[config.mk]
export PLATFORM = sky130hd
export DESIGN_NAME = scsm_top
export DESIGN_NICKNAME = d
export VERILOG_FILES = /design/src/scsm_pkg.sv /design/src/scsm_divider.sv /design/src/scsm_top.sv
export SDC_FILE = /design/constraint.sdc
export NUM_CORES = 1
export LEC_CHECK = 0
export BUFFER_PORTS_ARGS = -buffer_cell sky130_fd_sc_hd__buf_2
export CORE_MARGIN = 2
export CORE_UTILIZATION = 50
export DETAILED_ROUTE_END_ITERATION = 10
export HOLD_SLACK_MARGIN = 0.15
export PLACE_DENSITY = 0.74
export SYNTH_ARGS = -nofsm -noshare
export SYNTH_HDL_FRONTEND = slang
export SYNTH_SLANG_ARGS = --single-unit
[constraint.sdc]
create_clock -name clk -period 4.3 [get_ports clk]
set_input_delay 0.43 -clock clk [delete_from_list [all_inputs] [get_ports clk]]
set_output_delay 0.43 -clock clk [all_outputs]
set_load 0.02 [all_outputs]
[src/scsm_pkg.sv]
// Package for the system clock select and monitor block.
// Assumes a single 250 MHz reference clock and a classic Wishbone slave port.
package scsm_pkg;

    // ==========================================================
    // Timing
    localparam int unsigned CLK_PERIOD_NS = 4;
    localparam int unsigned RC_FREQ_KHZ = 8000;
    localparam int unsigned EXT_MIN_KHZ = 4000;
    localparam int unsigned EXT_MAX_KHZ = 32000;
    // Silence of two slowest external periods counts as a failure
    localparam int unsigned FAIL_TIME_NS = 2 * 1000000 / EXT_MIN_KHZ;
    localparam int unsigned FAIL_CYCLES = FAIL_TIME_NS / CLK_PERIOD_NS;
    localparam logic [7:0] MON_LIMIT = 8'(FAIL_CYCLES - 1);

    // Ceilings software must respect; the hardware does not enforce them
    localparam int unsigned AHB_MAX_KHZ = 72000;
    localparam int unsigned HS_MAX_KHZ = 72000;
    localparam int unsigned LS_MAX_KHZ = 36000;
    localparam int unsigned ADV_MAX_KHZ = 144000;

    // ==========================================================
    // Prescaler codes: ratio is two to the power of the code
    localparam logic [3:0] AHB_CODE_MAX = 4'h9;
    localparam logic [3:0] APB_CODE_MAX = 4'h4;

    // ==========================================================
    // Register byte offsets
    localparam logic [3:0] ADDR_CTRL = 4'h0;
    localparam logic [3:0] ADDR_PRESC = 4'h4;
    localparam logic [3:0] ADDR_STATUS = 4'h8;

    // Control fields
    localparam int unsigned CTRL_SRC_LSB = 0;
    localparam int unsigned CTRL_FAIL_IE = 2;
    localparam int unsigned CTRL_PLL_IE = 3;
    localparam int unsigned CTRL_PLL_EXT = 4;
    localparam int unsigned CTRL_X2_REQ = 5;

    // Prescaler fields
    localparam int unsigned PRESC_AHB_LSB = 0;
    localparam int unsigned PRESC_HS_LSB = 8;
    localparam int unsigned PRESC_LS_LSB = 16;

    // Status fields
    localparam int unsigned STAT_ACT_LSB = 0;
    localparam int unsigned STAT_EXT_FAIL = 2;
    localparam int unsigned STAT_PLL_FAIL = 3;
    localparam int unsigned STAT_X2 = 4;
    localparam int unsigned STAT_EXT_ALIVE = 5;
    localparam int unsigned STAT_PLL_LOCK = 6;

    // Reset values
    localparam logic [3:0] PRESC_RST = 4'h0;

    typedef enum logic [1:0] {SRC_RC, SRC_EXT, SRC_PLL} scsm_src_e;

endpackage

[src/scsm_divider.sv]
// Power-of-two tick divider with a twice-rate timer tick.
// Assumes in_tick is a one-cycle pulse on clk.
`timescale 1ns/100ps

module scsm_divider (
    // Clock and reset
    input wire logic clk,
    input wire logic nrst,
    // Input tick and ratio code
    input wire logic in_tick,
    input wire logic [3:0] code,
    // Divided ticks
    output logic tick,
    output logic tick_x2
);

    logic [8:0] cnt;
    logic [8:0] next_cnt;
    logic next_tick;
    logic next_tick_x2;
    logic [3:0] eff;
    logic [8:0] mask;
    logic [8:0] half;

    always_comb
    begin
        eff = (code > scsm_pkg::AHB_CODE_MAX) ? scsm_pkg::AHB_CODE_MAX : code;
        mask = 9'h1FF >> (4'h9 - eff);
        half = mask >> 1;
        next_cnt = in_tick ? cnt + 9'h001 : cnt;
        next_tick = in_tick && ((cnt & mask) == mask);
        // Ratio one keeps the timer at the bus rate, else twice it
        next_tick_x2 = (eff == 4'h0) ? next_tick : (in_tick && ((cnt & half) == half));
    end

    always_ff @(posedge clk or negedge nrst)
    begin
        if (!nrst)
        begin
            cnt <= 9'h000;
            tick <= 1'b0;
            tick_x2 <= 1'b0;
        end
        else
        begin
            cnt <= next_cnt;
            tick <= next_tick;
            tick_x2 <= next_tick_x2;
        end
    end

endmodule // scsm_divider

[src/scsm_top.sv]
// System clock select, external clock monitor and bus prescalers.
// Assumes ext_clk_pin and pll_lock_pin are asynchronous; sys_tick marks
// each system clock period and comes from logic on clk.
//
// What this block does
// - Reset selects the internal 8 MHz RC as system clock.
// - Software may pick the external 4-32 MHz clock; it is then watched.
// - External clock failure switches the system clock back to RC automatically.
// - External failure raises its own interrupt only while its enable is set; with pll_ext it also flags a PLL failure.
// - PLL input failures, including a lost external feed, are flagged and interruptible.
// - Separate prescalers make AHB, high-speed and low-speed peripheral ticks.
// - Doubled PLL timer clock only with PLL source and total division at most two.
//
// Added by the designer: the placing of the registers and the Wishbone register port.
`timescale 1ns/100ps

module scsm_top (
    // Clock and reset
    input wire logic clk,
    input wire logic nrst,
    // Wishbone slave
    input wire logic wb_cyc_i,
    input wire logic wb_stb_i,
    input wire logic wb_we_i,
    input wire logic [3:0] wb_adr_i,
    input wire logic [31:0] wb_dat_i,
    input wire logic [3:0] wb_sel_i,
    output logic [31:0] wb_dat_o,
    output logic wb_ack_o,
    // Clock sources
    input wire logic ext_clk_pin,
    input wire logic pll_lock_pin,
    input wire logic sys_tick,
    // Clock selection, domain ticks and interrupt request
    output logic [1:0] sys_src_sel,
    output logic adv_x2_sel,
    output logic ahb_tick,
    output logic hs_tick,
    output logic hs_tim_tick,
    output logic ls_tick,
    output logic ls_tim_tick,
    output logic irq_req
);

    // ==========================================================
    // Input synchronisers and external clock monitor
    logic ext_s1;
    logic ext_s2;
    logic ext_s3;
    logic lock_s1;
    logic lock_s2;
    logic [7:0] mon_cnt;
    logic [7:0] next_mon_cnt;
    logic ext_alive;
    logic next_ext_alive;
    logic ext_edge;
    logic monitored;
    logic ext_fail_evt;

    always_ff @(posedge clk or negedge nrst)
    begin
        if (!nrst)
        begin
            ext_s1 <= 1'b0;
            ext_s2 <= 1'b0;
            ext_s3 <= 1'b0;
            lock_s1 <= 1'b0;
            lock_s2 <= 1'b0;
        end
        else
        begin
            ext_s1 <= ext_clk_pin;
            ext_s2 <= ext_s1;
            ext_s3 <= ext_s2;
            lock_s1 <= pll_lock_pin;
            lock_s2 <= lock_s1;
        end
    end

    // ==========================================================
    // Control and status state
    scsm_pkg::scsm_src_e src_req;
    scsm_pkg::scsm_src_e next_src_req;
    scsm_pkg::scsm_src_e active;
    scsm_pkg::scsm_src_e next_active;
    logic fail_ie;
    logic next_fail_ie;
    logic pll_ie;
    logic next_pll_ie;
    logic pll_ext;
    logic next_pll_ext;
    logic x2_req;
    logic next_x2_req;
    logic [3:0] ahb_code;
    logic [3:0] next_ahb_code;
    logic [3:0] hs_code;
    logic [3:0] next_hs_code;
    logic [3:0] ls_code;
    logic [3:0] next_ls_code;
    logic ext_flag;
    logic next_ext_flag;
    logic pll_flag;
    logic next_pll_flag;
    logic next_irq;
    logic next_x2;
    logic pll_ok;
    logic pll_fail_evt;
    logic wr;
    logic next_ack;
    logic [31:0] next_dat;

    always_comb
    begin
        ext_edge = ext_s2 ^ ext_s3;
        next_mon_cnt = mon_cnt;
        next_ext_alive = ext_alive;
        if (ext_edge)
        begin
            next_mon_cnt = 8'h00;
            next_ext_alive = 1'b1;
        end
        else if (mon_cnt == scsm_pkg::MON_LIMIT)
        begin
            next_ext_alive = 1'b0;
        end
        else
        begin
            next_mon_cnt = mon_cnt + 8'h01;
        end
        // Watched whenever external feeds or is asked to feed the system
        monitored = (src_req == scsm_pkg::SRC_EXT) || (active == scsm_pkg::SRC_EXT)
            || (pll_ext && ((src_req == scsm_pkg::SRC_PLL) || (active == scsm_pkg::SRC_PLL)));
        ext_fail_evt = monitored && ext_alive && !ext_edge && (mon_cnt == scsm_pkg::MON_LIMIT);
    end

    always_ff @(posedge clk or negedge nrst)
    begin
        if (!nrst)
        begin
            mon_cnt <= 8'h00;
            ext_alive <= 1'b0;
        end
        else
        begin
            mon_cnt <= next_mon_cnt;
            ext_alive <= next_ext_alive;
        end
    end

    always_comb
    begin
        wr = wb_cyc_i && wb_stb_i && wb_we_i && !wb_ack_o;
        next_ack = wb_cyc_i && wb_stb_i && !wb_ack_o;
        // A PLL fed from the external clock is only good while that clock runs
        pll_ok = lock_s2 && (!pll_ext || next_ext_alive);
        pll_fail_evt = ((active == scsm_pkg::SRC_PLL) && !pll_ok) || (pll_ext && ext_fail_evt);

        next_src_req = src_req;
        next_fail_ie = fail_ie;
        next_pll_ie = pll_ie;
        next_pll_ext = pll_ext;
        next_x2_req = x2_req;
        next_ahb_code = ahb_code;
        next_hs_code = hs_code;
        next_ls_code = ls_code;
        next_ext_flag = ext_flag;
        next_pll_flag = pll_flag;

        if (wr && (wb_adr_i == scsm_pkg::ADDR_CTRL) && wb_sel_i[0])
        begin
            next_src_req = (wb_dat_i[scsm_pkg::CTRL_SRC_LSB +: 2] == 2'h3) ? scsm_pkg::SRC_RC
                : scsm_pkg::scsm_src_e'(wb_dat_i[scsm_pkg::CTRL_SRC_LSB +: 2]);
            next_fail_ie = wb_dat_i[scsm_pkg::CTRL_FAIL_IE];
            next_pll_ie = wb_dat_i[scsm_pkg::CTRL_PLL_IE];
            next_pll_ext = wb_dat_i[scsm_pkg::CTRL_PLL_EXT];
            next_x2_req = wb_dat_i[scsm_pkg::CTRL_X2_REQ];
        end
        if (wr && (wb_adr_i == scsm_pkg::ADDR_PRESC))
        begin
            // Out-of-range codes clamp to the largest ratio
            if (wb_sel_i[0])
            begin
                next_ahb_code = (wb_dat_i[3:0] > scsm_pkg::AHB_CODE_MAX) ? scsm_pkg::AHB_CODE_MAX
                    : wb_dat_i[3:0];
            end
            if (wb_sel_i[1])
            begin
                next_hs_code = (wb_dat_i[11:8] > scsm_pkg::APB_CODE_MAX) ? scsm_pkg::APB_CODE_MAX
                    : wb_dat_i[11:8];
            end
            if (wb_sel_i[2])
            begin
                next_ls_code = (wb_dat_i[19:16] > scsm_pkg::APB_CODE_MAX) ? scsm_pkg::APB_CODE_MAX
                    : wb_dat_i[19:16];
            end
        end
        if (wr && (wb_adr_i == scsm_pkg::ADDR_STATUS) && wb_sel_i[0])
        begin
            next_ext_flag = ext_flag && !wb_dat_i[scsm_pkg::STAT_EXT_FAIL];
            next_pll_flag = pll_flag && !wb_dat_i[scsm_pkg::STAT_PLL_FAIL];
        end
        // A new failure beats a clear in the same cycle
        next_ext_flag = next_ext_flag || ext_fail_evt;
        next_pll_flag = next_pll_flag || pll_fail_evt;

        next_active = active;
        unique case (active)
            scsm_pkg::SRC_RC:
            begin
                if ((src_req == scsm_pkg::SRC_EXT) && ext_alive && !ext_fail_evt)
                    next_active = scsm_pkg::SRC_EXT;
                else if ((src_req == scsm_pkg::SRC_PLL) && pll_ok)
                    next_active = scsm_pkg::SRC_PLL;
            end
            scsm_pkg::SRC_EXT:
            begin
                if (ext_fail_evt || (src_req == scsm_pkg::SRC_RC))
                    next_active = scsm_pkg::SRC_RC;
                else if ((src_req == scsm_pkg::SRC_PLL) && pll_ok)
                    next_active = scsm_pkg::SRC_PLL;
            end
            scsm_pkg::SRC_PLL:
            begin
                if (!pll_ok || (src_req == scsm_pkg::SRC_RC))
                    next_active = scsm_pkg::SRC_RC;
                else if ((src_req == scsm_pkg::SRC_EXT) && ext_alive && !ext_fail_evt)
                    next_active = scsm_pkg::SRC_EXT;
            end
            default:
            begin
                next_active = scsm_pkg::SRC_RC;
            end
        endcase
        // After a fallback the request drops to RC so it cannot bounce back
        if (ext_fail_evt || pll_fail_evt)
        begin
            next_src_req = scsm_pkg::SRC_RC;
        end

        next_irq = (next_ext_flag && next_fail_ie) || (next_pll_flag && next_pll_ie);
        next_x2 = next_x2_req && (next_active == scsm_pkg::SRC_PLL)
            && ((next_ahb_code + next_hs_code) <= 4'h1);

        next_dat = 32'h0000_0000;
        unique case (wb_adr_i)
            scsm_pkg::ADDR_CTRL:
            begin
                next_dat[scsm_pkg::CTRL_SRC_LSB +: 2] = src_req;
                next_dat[scsm_pkg::CTRL_FAIL_IE] = fail_ie;
                next_dat[scsm_pkg::CTRL_PLL_IE] = pll_ie;
                next_dat[scsm_pkg::CTRL_PLL_EXT] = pll_ext;
                next_dat[scsm_pkg::CTRL_X2_REQ] = x2_req;
            end
            scsm_pkg::ADDR_PRESC:
            begin
                next_dat[scsm_pkg::PRESC_AHB_LSB +: 4] = ahb_code;
                next_dat[scsm_pkg::PRESC_HS_LSB +: 4] = hs_code;
                next_dat[scsm_pkg::PRESC_LS_LSB +: 4] = ls_code;
            end
            scsm_pkg::ADDR_STATUS:
            begin
                next_dat[scsm_pkg::STAT_ACT_LSB +: 2] = active;
                next_dat[scsm_pkg::STAT_EXT_FAIL] = ext_flag;
                next_dat[scsm_pkg::STAT_PLL_FAIL] = pll_flag;
                next_dat[scsm_pkg::STAT_X2] = adv_x2_sel;
                next_dat[scsm_pkg::STAT_EXT_ALIVE] = ext_alive;
                next_dat[scsm_pkg::STAT_PLL_LOCK] = lock_s2;
            end
            default:
            begin
                next_dat = 32'h0000_0000;
            end
        endcase
    end

    always_ff @(posedge clk or negedge nrst)
    begin
        if (!nrst)
        begin
            src_req <= scsm_pkg::SRC_RC;
            active <= scsm_pkg::SRC_RC;
            fail_ie <= 1'b0;
            pll_ie <= 1'b0;
            pll_ext <= 1'b0;
            x2_req <= 1'b0;
            ahb_code <= scsm_pkg::PRESC_RST;
            hs_code <= scsm_pkg::PRESC_RST;
            ls_code <= scsm_pkg::PRESC_RST;
            ext_flag <= 1'b0;
            pll_flag <= 1'b0;
            irq_req <= 1'b0;
            adv_x2_sel <= 1'b0;
            sys_src_sel <= 2'h0;
            wb_ack_o <= 1'b0;
            wb_dat_o <= 32'h0000_0000;
        end
        else
        begin
            src_req <= next_src_req;
            active <= next_active;
            fail_ie <= next_fail_ie;
            pll_ie <= next_pll_ie;
            pll_ext <= next_pll_ext;
            x2_req <= next_x2_req;
            ahb_code <= next_ahb_code;
            hs_code <= next_hs_code;
            ls_code <= next_ls_code;
            ext_flag <= next_ext_flag;
            pll_flag <= next_pll_flag;
            irq_req <= next_irq;
            adv_x2_sel <= next_x2;
            sys_src_sel <= next_active;
            wb_ack_o <= next_ack;
            wb_dat_o <= next_dat;
        end
    end

    // ==========================================================
    // Prescaler chain: peripheral domains divide the AHB tick
    scsm_divider u_ahb (
        .clk(clk),
        .nrst(nrst),
        .in_tick(sys_tick),
        .code(ahb_code),
        .tick(ahb_tick),
        .tick_x2()
    );

    scsm_divider u_hs (
        .clk(clk),
        .nrst(nrst),
        .in_tick(ahb_tick),
        .code(hs_code),
        .tick(hs_tick),
        .tick_x2(hs_tim_tick)
    );

    scsm_divider u_ls (
        .clk(clk),
        .nrst(nrst),
        .in_tick(ahb_tick),
        .code(ls_code),
        .tick(ls_tick),
        .tick_x2(ls_tim_tick)
    );

    // ==========================================================
    // Checks
    logic started;

    always_ff @(posedge clk or negedge nrst)
    begin
        if (!nrst)
            started <= 1'b0;
        else
            started <= 1'b1;
    end
endmodule // scsm_top

# Word level (Yosys, flattened, before mapping)
# Index checks and enable logic that the tools add are counted.
[totals]
wordCells = 159
in_bits = 48
out_inout_bits = 42
reg_bits = 86
[op_classes]
muxes = 35
magnitude_cmp = 7
eq_ne = 15
shifts = 3
n_reduce_logical = 55
bitwise = 6
n_addsub = 8
[op_table]
columns = ["operator", "count"]
rows = [
  ["two-way mux 4 bit", 12],
  ["logical AND 1 bit", 30],
  ["adder 9 x 1 -> 9 bit (second input constant)", 3],
  ["AND 9 bit", 3],
  ["equality test 9 bit", 3],
  [">> shifter 9 x 4 -> 9 bit (first input constant)", 3],
  ["AND 9 x 8 -> 9 bit", 2],
  ["equality test 9 x 8 -> 1 bit", 2],
  ["> comparator 4 bit (second input constant)", 4],
  ["two-way mux 2 bit", 8],
  ["two-way mux 8 bit", 2],
  ["zero test 4 bit", 3],
  ["one-hot mux 4 bit (3 select lines)", 1],
  ["subtractor 4 bit (first input constant)", 3],
  ["logical OR 1 bit", 11],
  ["two-way mux 1 bit", 10],
  ["adder 8 x 1 -> 8 bit (second input constant)", 1],
  ["equality test 2 bit (second input constant)", 4],
  ["equality test 8 x 7 -> 1 bit (second input constant)", 1],
  ["> comparator 4 x 3 -> 1 bit (second input constant)", 2],
  ["zero test 1 bit", 7],
  ["one-hot mux 2 bit (3 select lines)", 1],
  ["adder 4 bit", 1],
  ["equality test 2 x 1 -> 1 bit (second input constant)", 2],
  ["other kinds (9)", 10],
]

# Logic depth before layout (Yosys ltp)
# Gate-level depths: netlist of run 1.
[logic_depth]
word_depth = 15
depth_mapped = 11

# Hierarchy
# From an unflattened synthesis of run 1, not the netlist that was laid out.
[hier_totals]
hier_cells = 445
hier_area_um2 = 4639.4
[by_module_without_submodules]
columns = ["mod", "area_each_um2", "seq_area_each_um2", "cells_each", "instances"]
rows = [
  ["scsm_top", 2503.7, 1351.3, 223, 1],
  ["scsm_divider", 711.9, 275.3, 74, 3],
]

# Worst setup path after synthesis of run 1
# Ideal clock, no wire load.
[synth_path]
path_type = "input port to flip-flop"
startpoint = "input port wb_adr_i[1]"
endpoint = "register adv_x2_sel"
path_slack_ns = 1.780
cell_stages = 11
required_ns = 4.232
setup_time_ns = 0.068
arrival_ns = 2.452
cell_sequence = "nor4b_4 > nand3_1 > nand2_1 > o21a_1 > inv_1 > ha_1 > a21o_1 > a21oi_1 > xnor2_1 > xnor2_1 > and4_1"
[synth_via]
elab_chain_len = 6
elab_cells_between_ends = 12
classes_between = "add/sub: 1; order compare: 1; eq/ne: 1; mux: 3; reduce/logical: 6"
[synth_rtl]
columns = ["element", "line_no", "text"]
rows = [
  ["start, declared", "scsm_top.sv:25", "input wire logic [3:0] wb_adr_i,"],
  ["equality test 4 x 3 -> 1 bit", "scsm_top.sv:178", "if (wr && (wb_adr_i == scsm_pkg::ADDR_PRESC))"],
  ["logical AND 1 bit", "scsm_top.sv:178", ""],
  ["two-way mux 4 bit", "scsm_top.sv:178", ""],
  ["named net next_hs_code[1]", "scsm_top.sv:97", "logic [3:0] next_hs_code;"],
  ["adder 4 bit", "scsm_top.sv:242", "&& ((next_ahb_code + next_hs_code) <= 4'h1);"],
  ["less-or-equal comparator 4 x 1 -> 1 bit", "scsm_top.sv:242", ""],
  ["logical AND 1 bit", "scsm_top.sv:242", ""],
  ["named net next_x2", "scsm_top.sv:105", "logic next_x2;"],
  ["end signal, assigned", "scsm_top.sv:311", "adv_x2_sel <= next_x2;"],
  ["end, declared", "scsm_top.sv:36", "output logic adv_x2_sel,"],
]
# The timed path passes the listed nets, and every way through them passes these cells.
# A chain may end at the register's enable or synchronous reset.

# Worst setup path after layout of run 1
# Ends and elaborated chain as after synthesis.

==> metrics.yaml, run 1 <==
clock_tree:
  holdBufCountCts: 0
  worstSkewPairLatency_ns: 0.35
  cts.sinks: 86
  ctsResizeCount: 0
  clockBufferDepth: 2
  post_cts_buffers: 0
  htreeDepth: 3
  cts_tree: "built"
  cts_buffers: 9
  cts.clk_slew.worst_paths_ns: 0.09
  cts-root-buf: "clkbuf_8"
power_and_ir_drop:
  sw_frac_of_total: 0.3277
  p_sw_uw: 641.1
  seq_power_share: 0.557
  p_clk_frac: 0.256
  fin_total_pwr_mw: 1.956
  power.density_nw_per_um2: 400.3
  vdd_drop_max_mv: 0.2050
  p_comb_frac: 0.188
  leakage_nw: 2.377
  p_int_mw: 1.315
sta:
  rsz0062_at_grt: "no"
  worstMarginPinSlew_ns: 1.030
  hold_viol_final: 0
  setup_violations: 0
  period_minus_slack_ns: 2.811
  finalClockSkew_ns: 0.008616
  worst_slack_ns: 1.489
  max_slew_margin: 0.3136
  fin_tns_setup_ns: 0
  max_freq_ghz: 0.3558
  slew_viol_final: 0
  finalCritPeriodShare: 0.6536
floorplanning:
  core.rowCount: 34
  chipWidth_um: 97.84
  dieHeight_um: 97.84
  design.core.area_sq_um: 8636
  dieArea_sq_um: 9573
  design.portCount: 90
  start_util: 0.5099
job:
  maxCapViolCount: 0
setup_path:
  worstPathArrival_ns: 3.05
  timing.rr.end: "adv_x2_sel"
  worst-r2r-setup-slack_ns: 1.73
  path_class: "input pin to register"
  required_ns: 4.54
  r2r_start: "wb_ack_o"
  ff2ff_path_depth: 9
  critPathCaptureType: "register"
  start_kind: "input pin"
  cp_max_fo: 11
detailed_routing:
  drc: 0
  drtPass1Iterations: 4
  wirelength_um: 8320
  drtIter0Drc: 141
  wl_per_cell_um: 14.13
  ant_nets: 0
  vias: 3157
  vias_per_cell: 5.360
layout:
  drive_gt1_frac: 0.1642
  stdcell_count: 589
  final_cell_mix: "86 x dfrtp_1, 52 x buf_2, 38 x nand2_1"
  num-fill-cells: 744
  seq_area_sq_um: 2152
  final_common_cell: "dfrtp_1"
  final_nets: 542
  syn2layout_area_growth_pct: 11.00
  n_antenna_cell: 0
  multiInputGateArea_sq_um: 2074
  design_area_sq_um: 4887
grt:
  grt_max_degree: 87
  grtUsageTotal: 0.1844
  grt_pass1_wl_um: 14460
  grt_pass1_vias: 3223
  grt-ovfl-total: 0
  antenna_found_initial: 0
logic_synthesis:
  synthCells: 419
  syn_area_per_cell_sq_um: 10.51
  synth-main-ff-cell: "dfrtp_1"
  synth_edf_count: 0
  synthArstFlopShare: 1.000
  ys_types: 60
  ys_warn_count: 0
  netlist_area_sq_um: 4403
  ys_ff_latch: 86
  yosysSeqAreaShare: 0.4888
placed_design:
  hpwl_um: 6073
  placedInstanceArea_sq_um: 4720
  place_inst: 573
  gp_congestion: 0.9542
  place_ws_ns: 1.091
  io_buffers: 53
hold_path:
  hp-start: "ext_clk_pin"
  hold_class: "input pin to register"
  hold_depth: 1
  holdPathEnd: "ext_s1"
status:
  run_status: "finished clean"
-- worst max path at each step --
| stage | slack (ns) | startpoint | to |
|---|---|---|---|
| finish | 1.49 | wb_adr_i[1] | adv_x2_sel |
| global route | 1.29 | wb_adr_i[1] | adv_x2_sel |
| CTS | 1.47 | wb_adr_i[1] | adv_x2_sel |
| detailed placement | 1.09 | wb_adr_i[1] | adv_x2_sel |
| global placement | 1.18 | wb_adr_i[1] | adv_x2_sel |
| floorplan | 1.78 | wb_adr_i[1] | adv_x2_sel |
-- Yosys cell counts, drive strengths merged (2+ instances only) --
cell     number  share of area
dfrtp        86           0.49
nand2        38          0.032
xnor2        26          0.052
nor2         24          0.020
inv          22          0.019
buf          19          0.031
o21ai        19          0.022
ha           17          0.048
a21oi        15          0.017
and2         15          0.021
xor2         14          0.028
nand3        12          0.016
nand4        12          0.017
nand2b       11          0.016
mux2          8          0.021
clkbuf        5         0.0043
a222oi        4         0.0091
a22o          4         0.0080
a31oi         4         0.0057
and3          4         0.0057
a211oi        3         0.0051
a21o          3         0.0051
and4          3         0.0060
nor2b         3         0.0043
nor3          3         0.0034
o2111ai       3         0.0060
o211ai        3         0.0051
o21a          3         0.0051
o22ai         3         0.0043
o31ai         3         0.0051
nand4b        2         0.0040
nor3b         2         0.0034
nor4b         2         0.0088
o221ai        2         0.0040
or4           2         0.0034
-- cell families (layout without fill, tap and decap cells) --
family / Yosys count / after routing / share of synthesized area
adders and majority gates: 18 / 18 / 0.05286
xor gates and xnor gates: 40 / 40 / 0.07957
other: 1 / 17 / 0.0008517
DFF: 86 / 86 / 0.4888
buffers and inverters: 46 / 92 / 0.05371
and+or+nand+nor: 138 / 138 / 0.1753
muxes: 8 / 8 / 0.02131
AOI/OAI and AO/OA: 82 / 82 / 0.1276
-- critical path: stages --
cell	delay, ns
buf_2	0.14
nor4b_4	0.60
buf_4	0.26
nand3_1	0.16
o21ai_0	0.32
ha_1	0.23
inv_1	0.06
fa_1	0.37
xor2_1	0.14
and2_0	0.14
and4_1	0.18
-- routing by layer --
| metal | GRT usage | wire (um) |
|---|---|---|
| met1 | 0.2327 | 3656 |
| met2 | 0.3140 | 4133 |
| met3 | 0.04724 | 409 |
| met4 | 0.05556 | 120 |
| met5 | 0 | 0 |
-- power by group through the flow --
stage                     combinational, mW  clock, mW  sequential (mW)
after detailed placement              0.371          0             1.10
final                                 0.367      0.500             1.09
after global placement                0.353          0             1.10
after CTS                             0.373      0.514             1.09
after floorplan                       0.292          0             1.06
after global routing                  0.421      0.558             1.11
-- metrics by stage --
| step | util | hold WS [ns] |
|---|---|---|
| detailed placement | 0.5465 | 0.3410 |
| CTS | 0.5659 | 0.1695 |
| global route | 0.5659 | 0.1551 |
| global placement | 0.5465 | 0.3344 |
| floorplan | - | 0.1344 |
| finish | 0.5659 | 0.1815 |
-- final cells by class --
class | instances | share of cell area
Multi-Input combinational cell | 303 | 0.4245
Timing Repair Buffer | 54 | 0.05632
Inverter | 22 | 0.01690
Tap cell | 108 | 0.02765
Clock buffer | 12 | 0.02765
Clock inverter | 4 | 0.006656
Sequential cell | 86 | 0.4403
-- state kept, by name, summed over array words and instances (netlist names), 2 cells and up --
register / count
active: 2
ahb_code: 4
hs_code: 4
ls_code: 4
mon_cnt: 8
src_req: 2
u_ahb.cnt: 9
u_hs.cnt: 9
u_ls.cnt: 9
wb_dat_o: 15
No activity file was read; power rests on OpenSTA's default activity.
==> inputs of run 2 (changes only) <==
Settings changed: PLACE_DENSITY 0.74 to 0.77.
Clock period 4.3 ns to 2.4 ns, I/O delays scaled along.
==> metrics.yaml, run 2 (synthesis results as in run 1) <==
status:
  run_status: "finished clean"  # unchanged
power_and_ir_drop:
  leakage_nw: 2.529  # was 2.377 nW
  power.density_nw_per_um2: 718.6  # was 400.3 nW/um^2
  p_int_mw: 2.579  # was 1.315 mW
  p_sw_mw: 1.171  # was 641.1 uW
  p_comb_frac: 0.187  # was 0.188
  seq_power_share: 0.519  # was 0.557
  p_clk_frac: 0.294  # was 0.256
  sw_frac_of_total: 0.3123  # was 0.3277
  vdd_drop_max_mv: 0.3843  # was 0.2050 mV
clock_tree:
  cts.clk_slew.worst_paths_ns: 0.08  # was 0.09 ns
  cts-root-buf: "clkbuf_8"  # unchanged
  htreeDepth: 3  # unchanged
  cts_buffers: 9  # unchanged
  clockBufferDepth: 2  # unchanged
  cts_tree: "built"  # unchanged
  cts.sinks: 86  # unchanged
  worstSkewPairLatency_ns: 0.36  # was 0.35 ns
sta:
  period_minus_slack_ns: 2.310
  max_slew_margin: 0.5528  # was 0.3136
  fin_tns_setup_ns: 0  # unchanged
  finalClockSkew_ns: 0.006978  # was 0.008616 ns
  worstMarginPinSlew_ns: 0.6539  # was 1.030 ns
  hold_viol_final: 0  # unchanged
  finalCritPeriodShare: 0.9625
  max_freq_ghz: 0.4329
  slew_viol_final: 0  # unchanged
  setup_violations: 0  # unchanged
  hold-worst-slack_ns: 0.1581  # was 0.1815 ns
layout:
  final_common_cell: "dfrtp_1"  # unchanged
  syn2layout_area_growth_pct: 18.50  # was 11.00%
  regMostFlops: "wb_dat_o"  # unchanged
  final_nets: 566  # was 542
  design_area_sq_um: 5218  # was 4887 sq um
  stdcell_count: 612  # was 589
  n_antenna_cell: 0  # unchanged
  largest_reg_flops: 15  # unchanged
  drive_gt1_frac: 0.2163  # was 0.1642
  final_cell_mix: "86 x dfrtp_1, 52 x buf_2, 37 x nand2_1"  # was 86 x dfrtp_1, 52 x buf_2, 38 x nand2_1
hold_path:
  holdPathEnd: "hs_code[0]"  # was ext_s1
  hp-start: "wb_dat_i[8]"  # was ext_clk_pin
  hold_class: "input pin to register"  # unchanged
  hold_depth: 3  # was 1
floorplanning:
  dieArea_sq_um: 9573  # unchanged
  design.core.area_sq_um: 8636  # unchanged
  design.portCount: 90  # unchanged
  core.rowCount: 34  # unchanged
  chipWidth_um: 97.84  # unchanged
  dieHeight_um: 97.84  # unchanged
  start_util: 0.5099  # unchanged
placed_design:
  place_inst: 585  # was 573
  io_buffers: 53  # unchanged
  placedInstanceArea_sq_um: 4828  # was 4720 sq um
  gp_congestion: 0.9471  # was 0.9542
  hpwl_um: 6512  # was 6073 um
detailed_routing:
  drtPass1Iterations: 4  # unchanged
  drc: 0  # unchanged
  drtIter0Drc: 200  # was 141
  wl_per_cell_um: 14.70  # was 14.13 um
  vias: 3343  # was 3,157
  met2WireLength_um: 4551  # was 4133 um
  wirelength_um: 8998  # was 8320 um
  vias_per_cell: 5.462  # was 5.360
  met1_length_um: 3950  # was 3656 um
  wl_met3_um: 389  # was 409 um
  ant_nets: 0  # unchanged
  dr.max_layer_used: "met4"  # unchanged
setup_path:
  cp_num_cells: 10  # was 11
  ff2ff_path_depth: 10  # was 9
  critPathCaptureType: "register"  # unchanged
  worst-path-buf-inv: 2  # was 3
  r2r_start: "wb_ack_o"  # unchanged
  critPathSlowestCell: "fa_2"  # was nor4b_4
  cp_max_fo: 4  # was 11
  cpPeakStageDelay_ns: 0.43  # was 0.60 ns
  crit_family: "simple AND/OR/NAND/NOR gates"  # unchanged
  worstPathArrival_ns: 2.56  # was 3.05 ns
  crit_chain: "and4b_2 -> nand3_4 -> buf_4 -> nand2_2 -> o21ai_2 -> ha_2 -> inv_1 -> fa_2 -> and2_0 -> and4_1"  # was buf_2 -> nor4b_4 -> buf_4 -> nand3_1 -> o21ai_0 -> ha_1 -> inv_1 -> fa_1 -> xor2_1 -> and2_0 -> and4_1
  path_class: "register to register"  # was input pin to register
  worst-r2r-setup-slack_ns: 0.09  # was 1.73 ns
  start_kind: "register"  # was input pin
  timing.rr.end: "adv_x2_sel"  # unchanged
  required_ns: 2.65  # was 4.54 ns
grt:
  grt-ovfl-total: 0  # unchanged
  grt_pass1_wl_um: 15330  # was 14,460 um
  grtUsageTotal: 0.1970  # was 0.1844
  antenna_found_initial: 0  # unchanged
  grt_pass1_vias: 3288  # was 3,223
  grt_max_degree: 56  # was 87
job:
  maxCapViolCount: 0  # unchanged
## run 2: cell types whose count changed in the layout (fill, tap and decap cells not counted), moves of 2 or more
| cell | change |
|---|---|
| a21oi_1 | -2 |
| bufinv_16 | +2 |
| o21ai_0 | -4 |
| clkinv_2 | +2 |
| ha_1 | -2 |
| o21ai_2 | +3 |
| clkbuf_1 | -3 |
| dlygate4sd3_1 | +9 |
| buf_4 | +14 |
| clkinvlp_4 | -2 |
## run 2: what timing repair did
item / in CTS / in global routing
hold buffers: 9 / 0
buffers inserted: 1 / 2
endpoints found under the setup margin: 1 / 1
endpoints found under the hold margin: 38 / 0
resized for setup: 6 / 12
pin swaps: 0 / 10
## run 2: worst max-delay path by stage
stage               slack (ns)        start         end
floorplan                 0.03     wb_ack_o  adv_x2_sel
global placement         0.008  wb_adr_i[1]  adv_x2_sel
detailed placement       -0.11  wb_adr_i[1]  adv_x2_sel
CTS                      0.001     wb_ack_o  adv_x2_sel
global route             -0.02     wb_ack_o  adv_x2_sel
finish                    0.09     wb_ack_o  adv_x2_sel
## run 2: per-stage QoR
| stage | total power, mW | util | setup slack [ns] |
|---|---|---|---|
| after global placement | 2.611 | 0.5591 | 0.008023 |
| final | 3.749 | 0.6042 | 0.09005 |
| after floorplan | 2.421 | - | 0.03329 |
| after CTS | 3.762 | 0.5966 | 0.001310 |
| after global routing | 3.967 | 0.6042 | -0.01873 |
| after detailed placement | 2.646 | 0.5591 | -0.1116 |
## run 2: worst reg2reg max path: stages (launching register included)
cell and delay [ns]:
dfrtp_1 0.39, and4b_2 0.39, nand3_4 0.12, buf_4 0.16, nand2_2 0.07, o21ai_2 0.06
ha_2 0.19, inv_1 0.08, fa_2 0.43, and2_0 0.14, and4_1 0.18
## run 2: layout make-up
class / instances / area [sq um]
Fill cell: 743 / 3418
Sequential cell: 86 / 2152
Multi-Input combinational cell: 303 / 2146
Timing Repair Buffer: 78 / 490.5
Tap cell: 108 / 135.1
Clock buffer: 9 / 123.9
Clock inverter: 6 / 87.58
Inverter: 22 / 82.58
## run 2: power groups by stage
stage	clock, mW	combinational (mW)	sequential [mW]
2_1_floorplan	0	0.524	1.90
3_3_place_gp	0	0.651	1.96
3_5_place_dp	0	0.680	1.97
4_1_cts	1.12	0.698	1.94
5_1_grt	1.19	0.791	1.99
6_report	1.10	0.700	1.95
## run 2: metal layers
layer	track usage	vias to the layer above
met5	0	-
met2	0.3335	85
met1	0.2558	1643
li1	-	1605
met4	0.06197	0
met3	0.03937	10
==> inputs of run 3 (changes only) <==
Settings changed: BUFFER_PORTS_ARGS -buffer_cell sky130_fd_sc_hd__buf_2 to -buffer_cell sky130_fd_sc_hd__clkbuf_2, CORE_UTILIZATION 50 to 43, PLACE_DENSITY 0.77 to 0.68.
==> metrics.yaml, run 3 (synthesis results as in run 1) <==
status:
  run_status: "finished clean"  # unchanged
grt:
  grtUsageTotal: 0.1703  # was 0.1970
  antenna_found_initial: 0  # unchanged
  grt-ovfl-total: 0  # unchanged
  grt_pass1_wl_um: 15280  # was 15,330 um
  grt_max_degree: 50  # was 56
  grt_pass1_vias: 3281  # was 3,288
power_and_ir_drop:
  leakage_nw: 2.504  # was 2.529 nW
  p_comb_frac: 0.203  # was 0.187
  p_int_mw: 2.395  # was 2.579 mW
  vdd_drop_max_mv: 0.3121  # was 0.3843 mV
  p_clk_frac: 0.250  # was 0.294
  sw_frac_of_total: 0.3240  # was 0.3123
  power.density_nw_per_um2: 681.0  # was 718.6 nW/um^2
  seq_power_share: 0.546  # was 0.519
  p_sw_mw: 1.148  # was 1.171 mW
layout:
  design_area_sq_um: 5204  # was 5218 sq um
  final_cell_mix: "86 x dfrtp_1, 52 x clkbuf_2, 37 x nand2_1"  # was 86 x dfrtp_1, 52 x buf_2, 37 x nand2_1
  final_nets: 571  # was 566
  regMostFlops: "wb_dat_o"  # unchanged
  largest_reg_flops: 15  # unchanged
  final_common_cell: "dfrtp_1"  # unchanged
  post-route-util: 0.5275  # was 0.6042
  syn2layout_area_growth_pct: 18.19  # was 18.50%
  n_antenna_cell: 0  # unchanged
  drive_gt1_frac: 0.2106  # was 0.2163
setup_path:
  required_ns: 2.65  # about the same
  critPathCaptureType: "register"  # unchanged
  start_kind: "register"  # unchanged
  timing.rr.end: "adv_x2_sel"  # unchanged
  worstPathArrival_ns: 2.59  # was 2.56 ns
  r2r_start: "wb_ack_o"  # unchanged
  ff2ff_path_depth: 10  # unchanged
  path_class: "register to register"  # unchanged
  worst-r2r-setup-slack_ns: 0.06  # was 0.09 ns
  cp_max_fo: 5  # was 4
floorplanning:
  design.portCount: 90  # unchanged
  dieHeight_um: 105.2  # was 97.84 um
  start_util: 0.4463  # was 0.5099
  design.core.area_sq_um: 9864  # was 8636 sq um
  dieArea_sq_um: 11060  # was 9573 sq um
  core.rowCount: 36  # was 34
  chipWidth_um: 105.2  # was 97.84 um
detailed_routing:
  wl_per_cell_um: 14.10  # was 14.70 um
  drtPass1Iterations: 4  # unchanged
  vias: 3318  # was 3,343
  wirelength_um: 9040  # was 8998 um
  drc: 0  # unchanged
  drtIter0Drc: 137  # was 200
  vias_per_cell: 5.176  # was 5.462
  ant_nets: 0  # unchanged
clock_tree:
  clockBufferDepth: 2  # unchanged
  cts-root-buf: "clkbuf_8"  # unchanged
  cts_buffers: 9  # unchanged
  cts.sinks: 86  # unchanged
  cts.clk_slew.worst_paths_ns: 0.09  # was 0.08 ns
  htreeDepth: 3  # unchanged
  cts_tree: "built"  # unchanged
  worstSkewPairLatency_ns: 0.35  # was 0.36 ns
placed_design:
  io_buffers: 53  # unchanged
  place_ws_ns: -0.08206  # was -0.1116 ns
  hpwl_um: 6672  # was 6512 um
  placedInstanceArea_sq_um: 4897  # was 4828 sq um
  gp_congestion: 0.8567  # was 0.9471
sta:
  fin_tns_setup_ns: 0  # unchanged
  finalClockSkew_ns: 0.008106  # was 0.006978 ns
  worstMarginPinSlew_ns: 0.6395  # was 0.6539 ns
  max_slew_margin: 0.5627  # was 0.5528
  setup_violations: 0  # unchanged
  worst_slack_ns: 0.05800  # was 0.09005 ns
  max_freq_ghz: 0.4270  # was 0.4329 GHz
  slew_viol_final: 0  # unchanged
  period_minus_slack_ns: 2.342  # was 2.310 ns
  hold_viol_final: 0  # unchanged
  finalCritPeriodShare: 0.9758  # was 0.9625
hold_path:
  holdPathEnd: "hs_code[0]"  # unchanged
  hold_class: "input pin to register"  # unchanged
  hold_depth: 3  # unchanged
  hp-start: "wb_dat_i[8]"  # unchanged
job:
  maxCapViolCount: 0  # unchanged
[run 3: worst max-delay path by stage]
stage / from / end / slack [ns] / cells past startpoint
2_1_floorplan: wb_ack_o / adv_x2_sel / 0.03 / 11
3_3_place_gp: wb_adr_i[1] / adv_x2_sel / 0.02 / 11
3_5_place_dp: wb_adr_i[1] / adv_x2_sel / -0.08 / 11
4_1_cts: wb_ack_o / adv_x2_sel / 0.01 / 11
5_1_grt: wb_ack_o / adv_x2_sel / -0.04 / 10
6_report: wb_ack_o / adv_x2_sel / 0.06 / 10
[run 3: per-layer routing]
| metal | GRT usage | vias up | wire [um] |
|---|---|---|---|
| li1 | - | 1608 | - |
| met1 | 0.2203 | 1627 | 3948 |
| met2 | 0.2857 | 68 | 4589 |
| met3 | 0.02932 | 15 | 348 |
| met4 | 0.06286 | 0 | 154 |
| met5 | 0 | - | 0 |
[run 3: per-stage QoR]
stage / total power, mW / hold slack, ns / instances
after floorplan: 2.421 / -0.05559 / 435
after global placement: 2.637 / 0.2394 / 615
after detailed placement: 2.665 / 0.2417 / 615
after CTS: 3.573 / 0.1544 / 639
after global routing: 3.783 / 0.1541 / 641
final: 3.544 / 0.1469 / 641
[run 3: cell type report]
| type | instances | area (sq um) |
|---|---|---|
| multi-input cells | 303 | 2110 |
| clock inverters | 4 | 25.02 |
| inverters | 22 | 82.58 |
| fillers | 894 | 4661 |
| repair buffers | 83 | 530.5 |
| well taps | 133 | 166.4 |
| clock buffers | 10 | 137.6 |
| flip-flops and latches | 86 | 2152 |
[run 3: power by group through the flow]
stage,combinational (mW),clock [mW],sequential (mW)
2_1_floorplan,0.524,0,1.90
3_3_place_gp,0.679,0,1.96
3_5_place_dp,0.702,0,1.96
4_1_cts,0.720,0.921,1.93
5_1_grt,0.825,0.981,1.98
6_report,0.721,0.887,1.94
[run 3: what timing repair did]
item                                    in CTS  in global routing
endpoints found under the setup margin       1                  1
hold buffers                                10                  0
gates resized for setup                      1                 10
hold endpoints to repair                    44                  0
pin swaps                                    0                 10
setup buffers                                0                  2
[run 3: worst max-delay path, stage by stage (launching register included)]
cell     delay [ns]
dfrtp_1        0.40
and4b_2        0.38
nand3_4        0.13
buf_4          0.16
nand2_1        0.09
o21ai_2        0.08
ha_2           0.19
inv_1          0.07
fa_1           0.42
and2_0         0.15
and4_1         0.18
